--- src/include/ert_pkg.sv ---
// package for the 8-bit reload/event timer: register map, fields, reset values, timing
// assumes a 32-bit AXI4-Lite slave with each register at byte address = index * 4
package ert_pkg;

  // register indices; byte address is four times the index
  localparam logic [5:0] ERT_IDX_PORT_FN = 6'h0A;
  localparam logic [5:0] ERT_IDX_STANDBY = 6'h0D;
  localparam logic [5:0] ERT_IDX_MODE1   = 6'h10;
  localparam logic [5:0] ERT_IDX_MODE2   = 6'h11;
  localparam logic [5:0] ERT_IDX_LOW     = 6'h12;
  localparam logic [5:0] ERT_IDX_HIGH    = 6'h13;
  localparam logic [5:0] ERT_IDX_FLAG    = 6'h20;
  localparam int         ERT_ADDR_W      = 8;

  // field positions
  localparam int ERT_MODE1_RELOAD_BIT = 3;
  localparam int ERT_MODE2_PWM_BIT    = 2;
  localparam int ERT_PORT_EVENT_BIT   = 0;
  localparam int ERT_PORT_OUT_BIT     = 3;
  localparam int ERT_STANDBY_BIT      = 0;
  localparam int ERT_FLAG_BIT         = 0;

  // reset values and count limits
  localparam logic [3:0] ERT_MODE1_RST   = 4'h0;
  localparam logic [2:0] ERT_MODE2_RST   = 3'h0;
  localparam logic [3:0] ERT_LOW_RST     = 4'h0;
  localparam logic [3:0] ERT_PORT_RST    = 4'h0;
  localparam logic [1:0] ERT_STANDBY_RST = 2'h0;
  localparam logic [7:0] ERT_COUNT_MAX   = 8'hFF;
  localparam logic [7:0] ERT_COUNT_ZERO  = 8'h00;

  // count clock selection
  localparam logic [2:0] ERT_CSEL_EVENT = 3'h7;

  // timing: one instruction cycle and the mode-one settle delay
  localparam int ERT_CLK_NS          = 20;
  localparam int ERT_TCYC_NS         = 80;
  localparam int ERT_TCYC_CLKS       = (ERT_TCYC_NS + ERT_CLK_NS - 1) / ERT_CLK_NS;
  localparam int ERT_MODE_DELAY_INSTR = 2;

  // axi response codes
  localparam logic [1:0] ERT_RESP_OKAY   = 2'h0;
  localparam logic [1:0] ERT_RESP_SLVERR = 2'h2;

  typedef enum logic [1:0] {
    ERT_EDGE_FALL,
    ERT_EDGE_RISE,
    ERT_EDGE_BOTH,
    ERT_EDGE_BOTH_ALT
  } ert_edge_t;

endpackage : ert_pkg
--- src/core/ert_timer.sv ---
// 8-bit up-counting timer: free-running or reload, prescaled or event clock,
// toggle or pwm output, sticky overflow flag, registers over AXI4-Lite
// assumes i_clk at 50 MHz; event pin is asynchronous and synchronised here
`timescale 1ns/1ps
`default_nettype none

module ert_timer
  import ert_pkg::*;
#(
  parameter int TCYC_CLKS = ERT_TCYC_CLKS
)(
  // clock, reset, enable
  input  wire logic                  i_clk,
  input  wire logic                  i_arst_n,
  input  wire logic                  i_ce,
  // axi4-lite write address
  input  wire logic                  i_awvalid,
  output logic                       o_awready,
  input  wire logic [ERT_ADDR_W-1:0] i_awaddr,
  input  wire logic [2:0]            i_awprot,
  // axi4-lite write data
  input  wire logic                  i_wvalid,
  output logic                       o_wready,
  input  wire logic [31:0]           i_wdata,
  input  wire logic [3:0]            i_wstrb,
  // axi4-lite write response
  output logic                       o_bvalid,
  input  wire logic                  i_bready,
  output logic [1:0]                 o_bresp,
  // axi4-lite read address
  input  wire logic                  i_arvalid,
  output logic                       o_arready,
  input  wire logic [ERT_ADDR_W-1:0] i_araddr,
  input  wire logic [2:0]            i_arprot,
  // axi4-lite read data
  output logic                       o_rvalid,
  input  wire logic                  i_rready,
  output logic [31:0]                o_rdata,
  output logic [1:0]                 o_rresp,
  // pins
  input  wire logic                  i_event_pin,
  output logic                       o_timer_out,
  output logic                       o_timer_out_sel,
  // overflow request flag level
  output logic                       o_overflow_irq_flag
);

  if (TCYC_CLKS < 1 || TCYC_CLKS > 255)
  begin : g_bad_tcyc
    $error("TCYC_CLKS must lie in 1..255");
  end

  ////////////////////////////////////////////////////////////////////////////
  // reset release and event synchroniser

  logic rst_q1_reg;
  logic rst_n;
  logic ev_s1_reg;
  logic ev_s2_reg;
  logic ev_s3_reg;

  always_ff @(posedge i_clk or negedge i_arst_n)
  begin
    if (!i_arst_n)
    begin
      rst_q1_reg <= 1'b0;
      rst_n      <= 1'b0;
    end
    else
    begin
      rst_q1_reg <= 1'b1;
      rst_n      <= rst_q1_reg;
    end
  end

  always_ff @(posedge i_clk or negedge rst_n)
  begin
    if (!rst_n)
    begin
      // pin idles high: a low reset value would fake a rising edge
      ev_s1_reg <= 1'b1;
      ev_s2_reg <= 1'b1;
      ev_s3_reg <= 1'b1;
    end
    else if (i_ce)
    begin
      ev_s1_reg <= i_event_pin;
      ev_s2_reg <= ev_s1_reg;
      ev_s3_reg <= ev_s2_reg;
    end
  end

  ////////////////////////////////////////////////////////////////////////////
  // state
  logic [7:0]  tcyc_cnt_reg,  tcyc_cnt_next;
  logic [10:0] presc_reg,     presc_next;
  logic [3:0]  mode1_reg,     mode1_next;
  logic [3:0]  mode1_pend_reg, mode1_pend_next;
  logic [1:0]  mode1_wait_reg, mode1_wait_next;
  logic [2:0]  mode2_reg,     mode2_next;
  logic [3:0]  port_fn_reg,   port_fn_next;
  logic [1:0]  standby_reg,   standby_next;
  logic [3:0]  reload_lo_reg, reload_lo_next;
  logic [3:0]  reload_hi_reg, reload_hi_next;
  logic [7:0]  count_reg,     count_next;
  logic [3:0]  latch_lo_reg,  latch_lo_next;
  logic [7:0]  duty_reg,      duty_next;
  logic        toggle_reg,    toggle_next;
  logic        flag_reg,      flag_next;
  logic        aw_reg,        aw_next;
  logic [5:0]  aw_idx_reg,    aw_idx_next;
  logic        w_reg,         w_next;
  logic [31:0] wdata_reg,     wdata_next;
  logic        bvalid_reg,    bvalid_next;
  logic [1:0]  bresp_reg,     bresp_next;
  logic        rvalid_reg,    rvalid_next;
  logic [31:0] rdata_reg,     rdata_next;
  logic [1:0]  rresp_reg,     rresp_next;
  logic        out_reg,       out_next;

  ////////////////////////////////////////////////////////////////////////////
  // next-state logic
  logic      tcyc_tick;
  logic      count_tick;
  logic      ev_rise;
  logic      ev_fall;
  logic      overflow;
  logic      do_write;
  logic      do_read;
  logic [5:0] ar_idx;
  ert_edge_t edge_sel;

  always_comb
  begin
    tcyc_cnt_next   = tcyc_cnt_reg;
    presc_next      = presc_reg;
    mode1_next      = mode1_reg;
    mode1_pend_next = mode1_pend_reg;
    mode1_wait_next = mode1_wait_reg;
    mode2_next      = mode2_reg;
    port_fn_next    = port_fn_reg;
    standby_next    = standby_reg;
    reload_lo_next  = reload_lo_reg;
    reload_hi_next  = reload_hi_reg;
    count_next      = count_reg;
    latch_lo_next   = latch_lo_reg;
    duty_next       = duty_reg;
    toggle_next     = toggle_reg;
    flag_next       = flag_reg;
    aw_next         = aw_reg;
    aw_idx_next     = aw_idx_reg;
    w_next          = w_reg;
    wdata_next      = wdata_reg;
    bvalid_next     = bvalid_reg;
    bresp_next      = bresp_reg;
    rvalid_next     = rvalid_reg;
    rdata_next      = rdata_reg;
    rresp_next      = rresp_reg;
    ar_idx          = i_araddr[ERT_ADDR_W-1:2];
    edge_sel        = ert_edge_t'(mode2_reg[1:0]);
    // instruction-cycle tick and the shared divider
    tcyc_tick = (tcyc_cnt_reg == 8'(TCYC_CLKS - 1));
    tcyc_cnt_next = tcyc_tick ? 8'h00 : tcyc_cnt_reg + 8'h01;
    if (tcyc_tick)
      presc_next = presc_reg + 11'h001;
    // event edges from the synchronised copy
    ev_rise = ev_s2_reg & ~ev_s3_reg;
    ev_fall = ~ev_s2_reg & ev_s3_reg;
    // count clock select
    count_tick = 1'b0;
    case (mode1_reg[2:0])
      3'h0: count_tick = tcyc_tick & (&presc_reg[10:0]);
      3'h1: count_tick = tcyc_tick & (&presc_reg[8:0]);
      3'h2: count_tick = tcyc_tick & (&presc_reg[6:0]);
      3'h3: count_tick = tcyc_tick & (&presc_reg[4:0]);
      3'h4: count_tick = tcyc_tick & (&presc_reg[2:0]);
      3'h5: count_tick = tcyc_tick & (&presc_reg[1:0]);
      3'h6: count_tick = tcyc_tick & presc_reg[0];
      ERT_CSEL_EVENT:
      begin
        // pin must be given its event function, else no edges count
        case (edge_sel)
          ERT_EDGE_FALL: count_tick = ev_fall;
          ERT_EDGE_RISE: count_tick = ev_rise;
          default:       count_tick = ev_fall | ev_rise;
        endcase
        count_tick = count_tick & port_fn_reg[ERT_PORT_EVENT_BIT];
      end
    endcase
    // standby gates the counter clock only; registers stay
    count_tick = count_tick & ~standby_reg[ERT_STANDBY_BIT];
    // counting and overflow
    overflow = count_tick && (count_reg == ERT_COUNT_MAX);
    if (count_tick)
    begin
      if (overflow)
      begin
        if (mode1_reg[ERT_MODE1_RELOAD_BIT])
          count_next = {reload_hi_reg, reload_lo_reg};
        else
          count_next = ERT_COUNT_ZERO;
        toggle_next = ~toggle_reg;
        duty_next   = {reload_hi_reg, reload_lo_reg};
      end
      else
        count_next = count_reg + 8'h01;
    end
    // delayed mode-one update: two instruction cycles after the write
    if (mode1_wait_reg != 2'h0 && tcyc_tick)
    begin
      mode1_wait_next = mode1_wait_reg - 2'h1;
      if (mode1_wait_reg == 2'h1)
        mode1_next = mode1_pend_reg;
    end
    // write channel: address and data taken in either order
    if (i_awvalid && !aw_reg)
    begin
      aw_next     = 1'b1;
      aw_idx_next = i_awaddr[ERT_ADDR_W-1:2];
    end
    if (i_wvalid && !w_reg)
    begin
      w_next     = 1'b1;
      wdata_next = i_wdata;
    end
    do_write = aw_reg && w_reg && !bvalid_reg;
    if (do_write)
    begin
      aw_next     = 1'b0;
      w_next      = 1'b0;
      bvalid_next = 1'b1;
      bresp_next  = ERT_RESP_OKAY;
      if (aw_idx_reg == ERT_IDX_MODE1)
      begin
        mode1_pend_next = wdata_reg[3:0];
        mode1_wait_next = 2'(ERT_MODE_DELAY_INSTR);
      end
      else if (aw_idx_reg == ERT_IDX_MODE2)
        mode2_next = wdata_reg[2:0];
      else if (aw_idx_reg == ERT_IDX_LOW)
        reload_lo_next = wdata_reg[3:0];
      else if (aw_idx_reg == ERT_IDX_HIGH)
      begin
        reload_hi_next = wdata_reg[3:0];
        count_next     = {wdata_reg[3:0], reload_lo_reg};
        if (mode1_reg[ERT_MODE1_RELOAD_BIT])
          duty_next = {wdata_reg[3:0], reload_lo_reg};
      end
      else if (aw_idx_reg == ERT_IDX_PORT_FN)
        port_fn_next = wdata_reg[3:0];
      else if (aw_idx_reg == ERT_IDX_STANDBY)
        standby_next = wdata_reg[1:0];
      else if (aw_idx_reg == ERT_IDX_FLAG)
        flag_next = flag_reg & ~wdata_reg[ERT_FLAG_BIT];
      else
        bresp_next = ERT_RESP_SLVERR;
    end
    if (bvalid_reg && i_bready)
      bvalid_next = 1'b0;
    // set wins over a clear in the same cycle
    if (overflow)
      flag_next = 1'b1;
    // read channel
    do_read = i_arvalid && !rvalid_reg;
    if (do_read)
    begin
      rvalid_next = 1'b1;
      rresp_next  = ERT_RESP_OKAY;
      rdata_next  = 32'h0000_0000;
      if (ar_idx == ERT_IDX_HIGH)
      begin
        rdata_next[3:0] = count_reg[7:4];
        latch_lo_next   = count_reg[3:0];
      end
      else if (ar_idx == ERT_IDX_LOW)
        rdata_next[3:0] = latch_lo_reg;
      else if (ar_idx == ERT_IDX_FLAG)
        rdata_next[ERT_FLAG_BIT] = flag_reg;
      else if (ar_idx == ERT_IDX_MODE1 || ar_idx == ERT_IDX_MODE2 ||
               ar_idx == ERT_IDX_PORT_FN || ar_idx == ERT_IDX_STANDBY)
        rdata_next = 32'h0000_0000;
      else
        rresp_next = ERT_RESP_SLVERR;
    end
    if (rvalid_reg && i_rready)
      rvalid_next = 1'b0;
    // output waveform
    if (mode2_reg[ERT_MODE2_PWM_BIT])
      out_next = (count_reg < duty_reg);
    else
      out_next = toggle_reg;
  end

  ////////////////////////////////////////////////////////////////////////////
  // registers
  always_ff @(posedge i_clk or negedge rst_n)
  begin
    if (!rst_n)
    begin
      tcyc_cnt_reg   <= 8'h00;
      presc_reg      <= 11'h000;
      mode1_reg      <= ERT_MODE1_RST;
      mode1_pend_reg <= ERT_MODE1_RST;
      mode1_wait_reg <= 2'h0;
      mode2_reg      <= ERT_MODE2_RST;
      port_fn_reg    <= ERT_PORT_RST;
      standby_reg    <= ERT_STANDBY_RST;
      reload_lo_reg  <= ERT_LOW_RST;
      reload_hi_reg  <= 4'h0;
      count_reg      <= ERT_COUNT_ZERO;
      latch_lo_reg   <= 4'h0;
      duty_reg       <= ERT_COUNT_ZERO;
      toggle_reg     <= 1'b0;
      flag_reg       <= 1'b0;
      aw_reg         <= 1'b0;
      aw_idx_reg     <= 6'h00;
      w_reg          <= 1'b0;
      wdata_reg      <= 32'h0000_0000;
      bvalid_reg     <= 1'b0;
      bresp_reg      <= ERT_RESP_OKAY;
      rvalid_reg     <= 1'b0;
      rdata_reg      <= 32'h0000_0000;
      rresp_reg      <= ERT_RESP_OKAY;
      out_reg        <= 1'b0;
    end
    else if (i_ce)
    begin
      tcyc_cnt_reg   <= tcyc_cnt_next;
      presc_reg      <= presc_next;
      mode1_reg      <= mode1_next;
      mode1_pend_reg <= mode1_pend_next;
      mode1_wait_reg <= mode1_wait_next;
      mode2_reg      <= mode2_next;
      port_fn_reg    <= port_fn_next;
      standby_reg    <= standby_next;
      reload_lo_reg  <= reload_lo_next;
      reload_hi_reg  <= reload_hi_next;
      count_reg      <= count_next;
      latch_lo_reg   <= latch_lo_next;
      duty_reg       <= duty_next;
      toggle_reg     <= toggle_next;
      flag_reg       <= flag_next;
      aw_reg         <= aw_next;
      aw_idx_reg     <= aw_idx_next;
      w_reg          <= w_next;
      wdata_reg      <= wdata_next;
      bvalid_reg     <= bvalid_next;
      bresp_reg      <= bresp_next;
      rvalid_reg     <= rvalid_next;
      rdata_reg      <= rdata_next;
      rresp_reg      <= rresp_next;
      out_reg        <= out_next;
    end
  end

  ////////////////////////////////////////////////////////////////////////////
  // outputs; ready terms are held low while the clock enable is low
  assign o_awready           = i_ce & ~aw_reg;
  assign o_wready            = i_ce & ~w_reg;
  assign o_bvalid            = bvalid_reg;
  assign o_bresp             = bresp_reg;
  assign o_arready           = i_ce & ~rvalid_reg;
  assign o_rvalid            = rvalid_reg;
  assign o_rdata             = rdata_reg;
  assign o_rresp             = rresp_reg;
  assign o_timer_out         = out_reg;
  assign o_timer_out_sel     = port_fn_reg[ERT_PORT_OUT_BIT];
  assign o_overflow_irq_flag = flag_reg;
  logic unused_ok;
  assign unused_ok = ^{i_awprot, i_arprot, i_wstrb, standby_reg[1]};

endmodule : ert_timer

`default_nettype wire

--- config.mk ---
export PLATFORM = sky130hd
export DESIGN_NAME = ert_timer
export DESIGN_NICKNAME = d
export VERILOG_FILES = /design/src/include/ert_pkg.sv /design/src/core/ert_timer.sv
export SDC_FILE = /design/constraint.sdc
export NUM_CORES = 1
export LEC_CHECK = 0
export BUFFER_PORTS_ARGS = -buffer_cell sky130_fd_sc_hd__buf_2
export CAP_MARGIN = 20
export CORE_MARGIN = 3
export CORE_UTILIZATION = 45
export DETAILED_ROUTE_END_ITERATION = 8
export PLACE_DENSITY = 0.68
export SYNTH_ARGS = -nofsm -noshare
export SYNTH_HDL_FRONTEND = slang
export SYNTH_SLANG_ARGS = --single-unit
--- constraint.sdc ---
create_clock -name i_clk -period 4.46 [get_ports i_clk]
set_input_delay 0.446 -clock i_clk [delete_from_list [all_inputs] [get_ports i_clk]]
set_output_delay 0.446 -clock i_clk [all_outputs]
set_load 0.1 [all_outputs]
### Word-level counts from Yosys, hierarchy flattened

Cells that the tools add are included.

* add/sub/neg operators: 4
* order comparisons: 1
* eq/ne operators: 31
* multiplexer cells: 55
* bitwise gates (word level): 29
* reduce and logical (&&, ||, !) cells: 50

Operator list (number)
* 8-bit two-way mux: 17
* 6-bit by 5-bit == test with 1-bit output (second input constant): 8
* 2-bit two-way mux: 14
* 6-bit by 4-bit == test with 1-bit output (second input constant): 4
* 1-bit two-way mux: 20
* 2-bit AND reduction: 10
* 9-bit AND reduction: 2
* 8-bit by 1-bit adder with 8-bit output (second input constant): 2
* 1-bit AND: 15
* 3-bit AND reduction: 5
* 7-bit AND reduction: 2
* 2-bit nonzero test: 7
* 1-bit inverter: 13
* 3-bit == test (second input constant): 4
* 6-bit == test (second input constant): 2
* 2-bit != test (second input constant): 6
* 11-bit by 1-bit adder with 11-bit output (second input constant): 1
* 11-bit AND reduction: 1
* 5-bit AND reduction: 2
* 1-bit logical AND: 9
* 8-bit by 2-bit == test with 1-bit output (second input constant): 1
* 8-bit == test (second input constant): 1
* 8-bit less-than comparator: 1
* 4-bit two-way mux: 2
* 14 further kinds: 21

* register bits: 95
* bits of input ports: 67
* output and inout port bits: 44
* word-level logic and storage cells: 200

### Logic depth before layout (Yosys ltp)

Gate-level depths: netlist of the first run.

* depth after elaboration: 17
* mapped depth: 10
* mapped depth without buffers: 10

### Worst setup path after synthesis of the first run

Ideal clock, no wire load.

* path kind: input port to flip-flop
* start point: input i_ce
* end point: register wdata_reg[0]
* setup time: 0.125 ns
* data arrival time: 2.639 ns
* data required time: 4.335 ns
* slack: 1.697 ns
* stages: 5
* buffers on the path: 1
* cells stage by stage: inv_1 clkbuf_1 nor2_1 nand2_1 mux2_2

* word-level cells in the longest chain between the ends: 1

Ends and longest elaborated chain
* start, declared: RTL line ert_timer.sv:15 `input wire logic i_ce,`
* 2-bit AND reduction (no line)
* end signal, assigned: RTL line ert_timer.sv:346 `wdata_reg <= wdata_next;`
* end, declared: RTL line ert_timer.sv:113 `logic [31:0] wdata_reg, wdata_next;`

Every way passes these cells.
A chain may end at the register's enable or synchronous reset.

### Worst setup path after layout of the first run

* start point: register presc_reg[0]
* end point: register duty_reg[1]

* word-level cells in the longest chain between the ends: 13
* elaborated cells on any way between the ends: 24
* classes of those cells: mux: 9; bitwise: 8; reduce/logical: 7

Ends and longest elaborated chain
* start, declared: RTL line ert_timer.sv:96 `logic [10:0] presc_reg, presc_next;`
* start signal, assigned: RTL line ert_timer.sv:329 `presc_reg <= presc_next;`
* 11-bit AND reduction (tied with other cells): RTL line ert_timer.sv:172 `3'h0: count_tick = tcyc_tick & (&presc_reg[10:0]);`
* 1-bit AND (tied with other cells): RTL line ert_timer.sv:172
* 1-bit one-hot mux with 8 select lines *: RTL line ert_timer.sv:171 `case (mode1_reg[2:0])`
* 1-bit AND *: RTL line ert_timer.sv:191 `count_tick = count_tick & ~standby_reg[ERT_STANDBY_BIT];`
* 1-bit logical AND: RTL line ert_timer.sv:193 `overflow = count_tick && (count_reg == ERT_COUNT_MAX);`
* 8-bit two-way mux: RTL line ert_timer.sv:196 `if (overflow)`
* 8-bit two-way mux *: RTL line ert_timer.sv:194 `if (count_tick)`
* 8-bit two-way mux: RTL line ert_timer.sv:246 `if (mode1_reg[ERT_MODE1_RELOAD_BIT])`
* 8-bit two-way mux: RTL line ert_timer.sv:242 `else if (aw_idx_reg == ERT_IDX_HIGH)`
* 8-bit two-way mux: RTL line ert_timer.sv:240 `else if (aw_idx_reg == ERT_IDX_LOW)`
* 8-bit two-way mux: RTL line ert_timer.sv:238 `else if (aw_idx_reg == ERT_IDX_MODE2)`
* 8-bit two-way mux: RTL line ert_timer.sv:233 `if (aw_idx_reg == ERT_IDX_MODE1)`
* 8-bit two-way mux *: RTL line ert_timer.sv:227 `if (do_write)`
* end signal, assigned: RTL line ert_timer.sv:340 `duty_reg <= duty_next;`
* end, declared: RTL line ert_timer.sv:107 `logic [7:0] duty_reg, duty_next;`

Mark *: on every way between the ends. The rest lies on a longest branch, timed or not.

==> flow_summary_export.csv, run 1 <==
group,metric,value,unit
die,coreArea,10400,um2
global_route,grt_max_degree,90,
cts,post_cts_resized,0,
route,ant_nets,0,
route,drt-total-wl,9.13,mm
logic_synthesis,synth-edff-count,0,
cells_and_area,fillCellCount,944,
cells_and_area,fin_cells,626,
worst_setup_path,worst_ep_arrival_time,3140,ps
worst_setup_path,crit_family,"compound AO/OA/AOI/OAI gates",
place,place_inst,608,
logic_synthesis,synth.distinct_cells,57,
sta,setup_viol,0,
cells_and_area,final_nets,569,
cts,cts_root_buf,"clkbuf_8",
sta,hold_viol,0,
worst_setup_path,cp-end-kind,"register",
sta,layout_min_cycle_time,2900,ps
sta,fin_skew,16.3,ps
sta,min_period_over_period,0.650,
die,num_rows,37,
worst_setup_path,required,4710,ps
cts,clockBufferDepth,2,
route,post_drt_wl_per_cell,14.6,um
logic_synthesis,ys_ff_latch,91,
place,dp_hpwl,6.58,mm
cells_and_area,regArea,2280,um2
power,finalPower,2.85,mW
global_route,grt_first_pass_wirelength,15.6,mm
sta,fmax,345,MHz
worst_setup_path,reg2reg_slack,1560,ps
logic_synthesis,async_flop_share,1.00,
logic_synthesis,synth.cell_area,4850,um2
cts,clk_latency,360,ps
place,place_congestion,0.856,
cells_and_area,syn2layout_area_growth,8.88,%
logic_synthesis,synth_warnings,0,
die,ios,111,
route,drt_iter0_markers,206,
power,leakage,2.53,nW
cts,clock_sinks,91,
place,numPortBuffers,38,
worst_setup_path,slowest_stage,"dfrtp_1",
cts,h-tree-depth,3,
cells_and_area,final_cell_mix,"87 x dfrtp_1, 49 x nand2_1, 39 x mux2_2",
route,vias,3340,
global_route,grt_overflow,0,
job,cap_violations,0,
worst_setup_path,start_kind,"register",
route,first_pass_iters,4,
route,viasPerCell,5.34,
logic_synthesis,synth-seq-area-share,0.471,
cts,cts_tree,"yes",
cts,clk_pin_slew,80,ps
worst_setup_path,max_stage_delay,430,ps
die,die_w,110,um
power,power.density,541,nW/um2
cells_and_area,utilization,0.507,
global_route,grt_usage,0.165,
cells_and_area,multi_input_area,2310,um2
cells_and_area,largest_register_ffs,11,
sta,slew_headroom,0.518,
power,ir_drop,0.350,mV
logic_synthesis,syn_inst,451,
hold_path,holdCritPathClass,"register to async pin",
cells_and_area,n_antenna_cell,0,
sta,rsz0062_at_grt,"no",
global_route,grt_antenna_before_repair,0,
sta,setup_tns,0,ps
run_status,status,"complete, no violations",
sta,slew_viol_final,0,
worst_setup_path,worstPathCellList,"ha_1 -> and3_1 -> and3_1 -> ha_1 -> mux2i_1 -> nor2b_1 -> o311ai_2 -> a21boi_0 -> o21ai_1 -> mux2_2",
die,floorplan.initialDensity,0.465,
die,fp.dieH,110,um
sta,tightest_slew,720,ps
cts,cts_buffers,9,
global_route,grt_pass1_vias,3261,
route,route.detailed.drc,0,
cells_and_area,drive_gt1_frac,0.237,
worst_setup_path,path_class,"register to register",
logic_synthesis,synth-main-ff-cell,"dfrtp_1",
die,dieArea,12100,um2
logic_synthesis,syn_avg_cell_area,10.7,um2
worst_setup_path,cp_max_fo,5,
cells_and_area,layout_commonest_cell,"dfrtp_1",
worst_setup_path,crit_buf_inv,0,
[report_power, final]
group	internal, mW	switching (mW)	leakage, nW	total, mW
registers	1.04	0.276	1.17	1.32
logic	0.329	0.614	1.25	0.943
clock network	0.305	0.284	0.102	0.589
total	1.68	1.17	2.53	2.85
[metrics by stage]
step	area, um2	hold slack, ps	setup slack, ps
final	5280	282	1560
after global routing	5280	305	1320
after CTS	5250	297	1540
after detailed placement	5030	236	1550
after global placement	5030	231	1580
after floorplan	4960	150	1700
[synthesized netlist by cell type, types with 6 or more instances]
library cell / number / area (um2)
dfrtp_1: 88 / 2200
nand2_1: 49 / 184
mux2_2: 39 / 439
buf_4: 30 / 225
nor2_1: 23 / 86.3
inv_1: 19 / 71.3
o21ai_0: 18 / 90.1
ha_1: 17 / 213
a21oi_1: 13 / 65.1
and3_1: 12 / 75.1
clkbuf_1: 12 / 45.0
nand4_1: 11 / 68.8
xnor2_1: 10 / 87.6
nand3_1: 8 / 40.0
a31oi_1: 6 / 37.5
mux2_4: 6 / 90.1
mux2i_1: 6 / 60.1
xor2_1: 6 / 52.6
[worst register-to-register path, delay by kind of cell, from the launching register on]
family | cells | cell delay (ps)
mux | 2 | 510
flops | 1 | 430
simple gates | 3 | 450
fa+ha+maj | 2 | 440
compound gates | 3 | 950
[cell families (layout without fill, tap and decap cells)]
kind of cell	Yosys count	in the layout	synth area share
other	2	31	0.00155
xor gates and xnor gates	16	16	0.0289
DFF	91	91	0.471
muxes	51	51	0.122
buffers and inverters	65	75	0.0754
AOI/OAI and AO/OA	69	69	0.0984
and+or+nand+nor	140	140	0.160
adders and majority gates	17	17	0.0439
[layer usage]
layer | vias up | share of wire | GRT usage
li1 | 1615 | - | -
met3 | 16 | 0.061 | 0.0241
met4 | 0 | 0.021 | 0.0846
met1 | 1599 | 0.47 | 0.229
met2 | 110 | 0.45 | 0.251
met5 | - | 0 | 0
[path summary, 6_finish.rpt]
| kind | startpoint | end | depth (start not counted) |
|---|---|---|---|
| setup / recovery | presc_reg[0]$_DFFE_PN0P_ | duty_reg[1]$_DFFE_PN0P_ | 10 |
| hold / removal | rst_n$_DFF_PN0_ | aw_idx_reg[4]$_DFFE_PN0P_ | 0 |
| setup reg to reg | presc_reg[0]$_DFFE_PN0P_ | duty_reg[1]$_DFFE_PN0P_ | 10 |
| hold reg to reg | rst_n$_DFF_PN0_ | aw_idx_reg[4]$_DFFE_PN0P_ | 0 |
| max in group asynchronous | rst_n$_DFF_PN0_ | ev_s3_reg$_DFFE_PN1P_ | 1 |
| min in group i_clk | i_awaddr[5] | aw_idx_reg[3]$_DFFE_PN0P_ | 2 |
[area by class of cell]
| cell class | instances | share of cell area |
|---|---|---|
| Multi-Input combinational cell | 324 | 0.438 |
| Sequential cell | 91 | 0.433 |
| Timing Repair Buffer | 40 | 0.0431 |
| Tap cell | 136 | 0.0322 |
| Clock buffer | 13 | 0.0320 |
| Inverter | 19 | 0.0135 |
| Clock inverter | 3 | 0.00853 |
[what timing repair did]
action	4_1_cts	5_1_grt
hold buffers	1	0
endpoints found under the hold margin	2	0
setup buffers	0	0
Note: power is estimated with default switching activity, not from simulation.
==> run 2: changes to the inputs <==
--- a/config.mk
+++ b/config.mk
@@ -10,7 +10,7 @@
 export CORE_MARGIN = 3
 export CORE_UTILIZATION = 45
 export DETAILED_ROUTE_END_ITERATION = 8
-export PLACE_DENSITY = 0.68
+export PLACE_DENSITY = 0.71
 export SYNTH_ARGS = -nofsm -noshare
 export SYNTH_HDL_FRONTEND = slang
 export SYNTH_SLANG_ARGS = --single-unit
==> constraint.sdc (replaced) <==
create_clock -name i_clk -period 2.4 [get_ports i_clk]
set_input_delay 0.24 -clock i_clk [delete_from_list [all_inputs] [get_ports i_clk]]
set_output_delay 0.24 -clock i_clk [all_outputs]
set_load 0.1 [all_outputs]
==> flow_summary_export.csv, run 2 (synthesized netlist as in run 1, its figures left out) <==
group,metric,value,unit
run_status,status,"finished with violations",
run_status,violations,"negative setup slack",
worst_setup_path,timing.rr.start,"presc_reg[0]$_DFFE_PN0P_",
worst_setup_path,cp-startpoint,"presc_reg[0]$_DFFE_PN0P_",
worst_setup_path,r2r-end,"duty_reg[3]$_DFFE_PN0P_",
place,numPortBuffers,38,
cells_and_area,layout_commonest_cell,"dfrtp_1",
cells_and_area,final_cell_mix,"86 x dfrtp_1, 49 x nand2_1, 38 x buf_2",
power,seqPwrFrac,0.445,
worst_setup_path,cp-end-kind,"register",
die,die_w,110,um
global_route,grt_first_pass_wirelength,16.6,mm
sta,fin_skew,9.89,ps
route,vias,3471,
cts,cts_tree,"yes",
hold_path,hp-start,"i_awaddr[3]",
cts,clk_latency,370,ps
power,switching_share,0.416,
sta,setup_tns,-193,ps
power,p_int,3.25,mW
cts,clock_sinks,91,
worst_setup_path,path_class,"register to register",
worst_setup_path,worst_r2r_path_depth,12,
worst_setup_path,reg2reg_slack,-50,ps
die,dieArea,12100,um2
global_route,grt_antenna_before_repair,0,
cells_and_area,final_nets,597,
place,place_ws,-194,ps
power,leakage,2.68,nW
global_route,grt_pass1_vias,3428,
power,p_comb_frac,0.347,
hold_path,holdCritPathClass,"input port to register",
die,num_rows,37,
cts,clk_pin_slew,90,ps
sta,min_period_over_period,1.02,
sta,rsz0062_at_grt,"yes",
cells_and_area,fillCellCount,914,
cells_and_area,utilization,0.539,
place,dp_hpwl,7.17,mm
worst_setup_path,required,2650,ps
die,fp.dieH,110,um
place,place_congestion,0.846,
route,first_pass_iters,4,
worst_setup_path,start_kind,"register",
sta,layout_min_cycle_time,2450,ps
die,coreArea,10400,um2
route,viasPerCell,5.31,
route,drt_iter0_markers,206,
cells_and_area,n_antenna_cell,0,
job,cap_violations,0,
cells_and_area,syn2layout_area_growth,15.9,%
sta,hold_viol,0,
sta,slew_headroom,0.556,
route,drt-total-wl,9.89,mm
sta,setup_viol,7,
power,power.density,991,nW/um2
die,floorplan.initialDensity,0.465,
cells_and_area,largest_register_ffs,11,
cts,cts_root_buf,"clkbuf_8",
sta,fmax,408,MHz
power,p_sw,2.32,mW
power,ir_drop,0.883,mV
cts,clockBufferDepth,2,
worst_setup_path,max_stage_delay,420,ps
sta,slew_viol_final,0,
global_route,grt_usage,0.179,
worst_setup_path,cp_max_fo,4,
cts,h-tree-depth,3,
global_route,grt_max_degree,48,
route,route.detailed.drc,0,
worst_setup_path,worst_ep_arrival_time,2700,ps
sta,hold_slack,96.7,ps
route,ant_nets,0,
worst_setup_path,crit_family,"compound AO/OA/AOI/OAI gates",
sta,tightest_slew,660,ps
global_route,grt_overflow,0,
power,power_frac_clock,0.208,
cells_and_area,drive_gt1_frac,0.305,
route,post_drt_wl_per_cell,15.1,um
worst_setup_path,crit_buf_inv,2,
cts,cts_buffers,9,
sta,fin_ws,-50.9,ps
worst_setup_path,cp.depth,12,
worst_setup_path,endpoint,"duty_reg[3]$_DFFE_PN0P_",
worst_setup_path,slowest_stage,"dfrtp_1",
worst_setup_path,worstPathCellList,"ha_4 -> and3_4 -> and3_4 -> ha_4 -> mux2i_1 -> nor2b_1 -> o311ai_2 -> buf_4 -> a21boi_2 -> o21ai_2 -> buf_6 -> mux2_4",
die,ios,111,
-- run 2: cell count changes in the layout (fill, tap and decap cells not counted), moves of 3 or more --
cell	previous run	this run
and3_1	12	9
and3_4	0	3
buf_4	0	26
clkbuf_8	12	9
mux2_2	39	35
mux2_4	6	10
-- run 2: what timing repair did --
item                       in CTS  in global routing
hold buffers                    1                  0
hold endpoints to repair        2                  0
resized for setup               7                  6
pin swaps                       5                 10
setup endpoints to repair      15                 18
setup buffers                   2                  2
-- run 2: layer usage --
layer	part of all wire	global-route usage
met1	0.47	0.243
met2	0.46	0.282
met3	0.054	0.0270
met4	0.018	0.0793
met5	0	0
-- run 2: cell type report --
| class | count | area (um2) | share of cell area |
|---|---|---|---|
| tap | 136 | 170 | 0.0303 |
| multi-input combinational | 324 | 2430 | 0.433 |
| inverter | 19 | 71.3 | 0.0127 |
| sequential | 91 | 2290 | 0.407 |
| timing repair buffer | 68 | 438 | 0.0780 |
| clock buffer | 9 | 124 | 0.0220 |
| clock inverter | 7 | 98.8 | 0.0176 |
-- run 2: worst min path at each step --
stage,endpoint,slack [ps],cells past startpoint
2_1_floorplan,rst_n$_DFF_PN0_,-60,0
3_5_place_dp,rst_q1_reg$_DFF_PN0_,30,1
5_1_grt,aw_idx_reg[1]$_DFFE_PN0P_,90,2
6_report,aw_idx_reg[1]$_DFFE_PN0P_,100,2
3_3_place_gp,rst_q1_reg$_DFF_PN0_,30,1
4_1_cts,aw_idx_reg[1]$_DFFE_PN0P_,80,2
-- run 2: through the flow --
step | total power [mW] | area, um2 | instances
floorplan | 3.89 | 5020 | 480
global placement | 4.28 | 5290 | 633
detailed placement | 4.36 | 5290 | 633
CTS | 5.58 | 5580 | 652
global route | 5.93 | 5620 | 654
finish | 5.57 | 5620 | 654
-- run 2: power by group through the flow --
stage | registers, mW | logic, mW | clock network, mW
2_1_floorplan | 2.64 | 1.25 | 0
3_3_place_gp | 2.45 | 1.83 | 0
3_5_place_dp | 2.48 | 1.88 | 0
4_1_cts | 2.47 | 1.92 | 1.20
5_1_grt | 2.54 | 2.11 | 1.27
6_report | 2.48 | 1.93 | 1.16
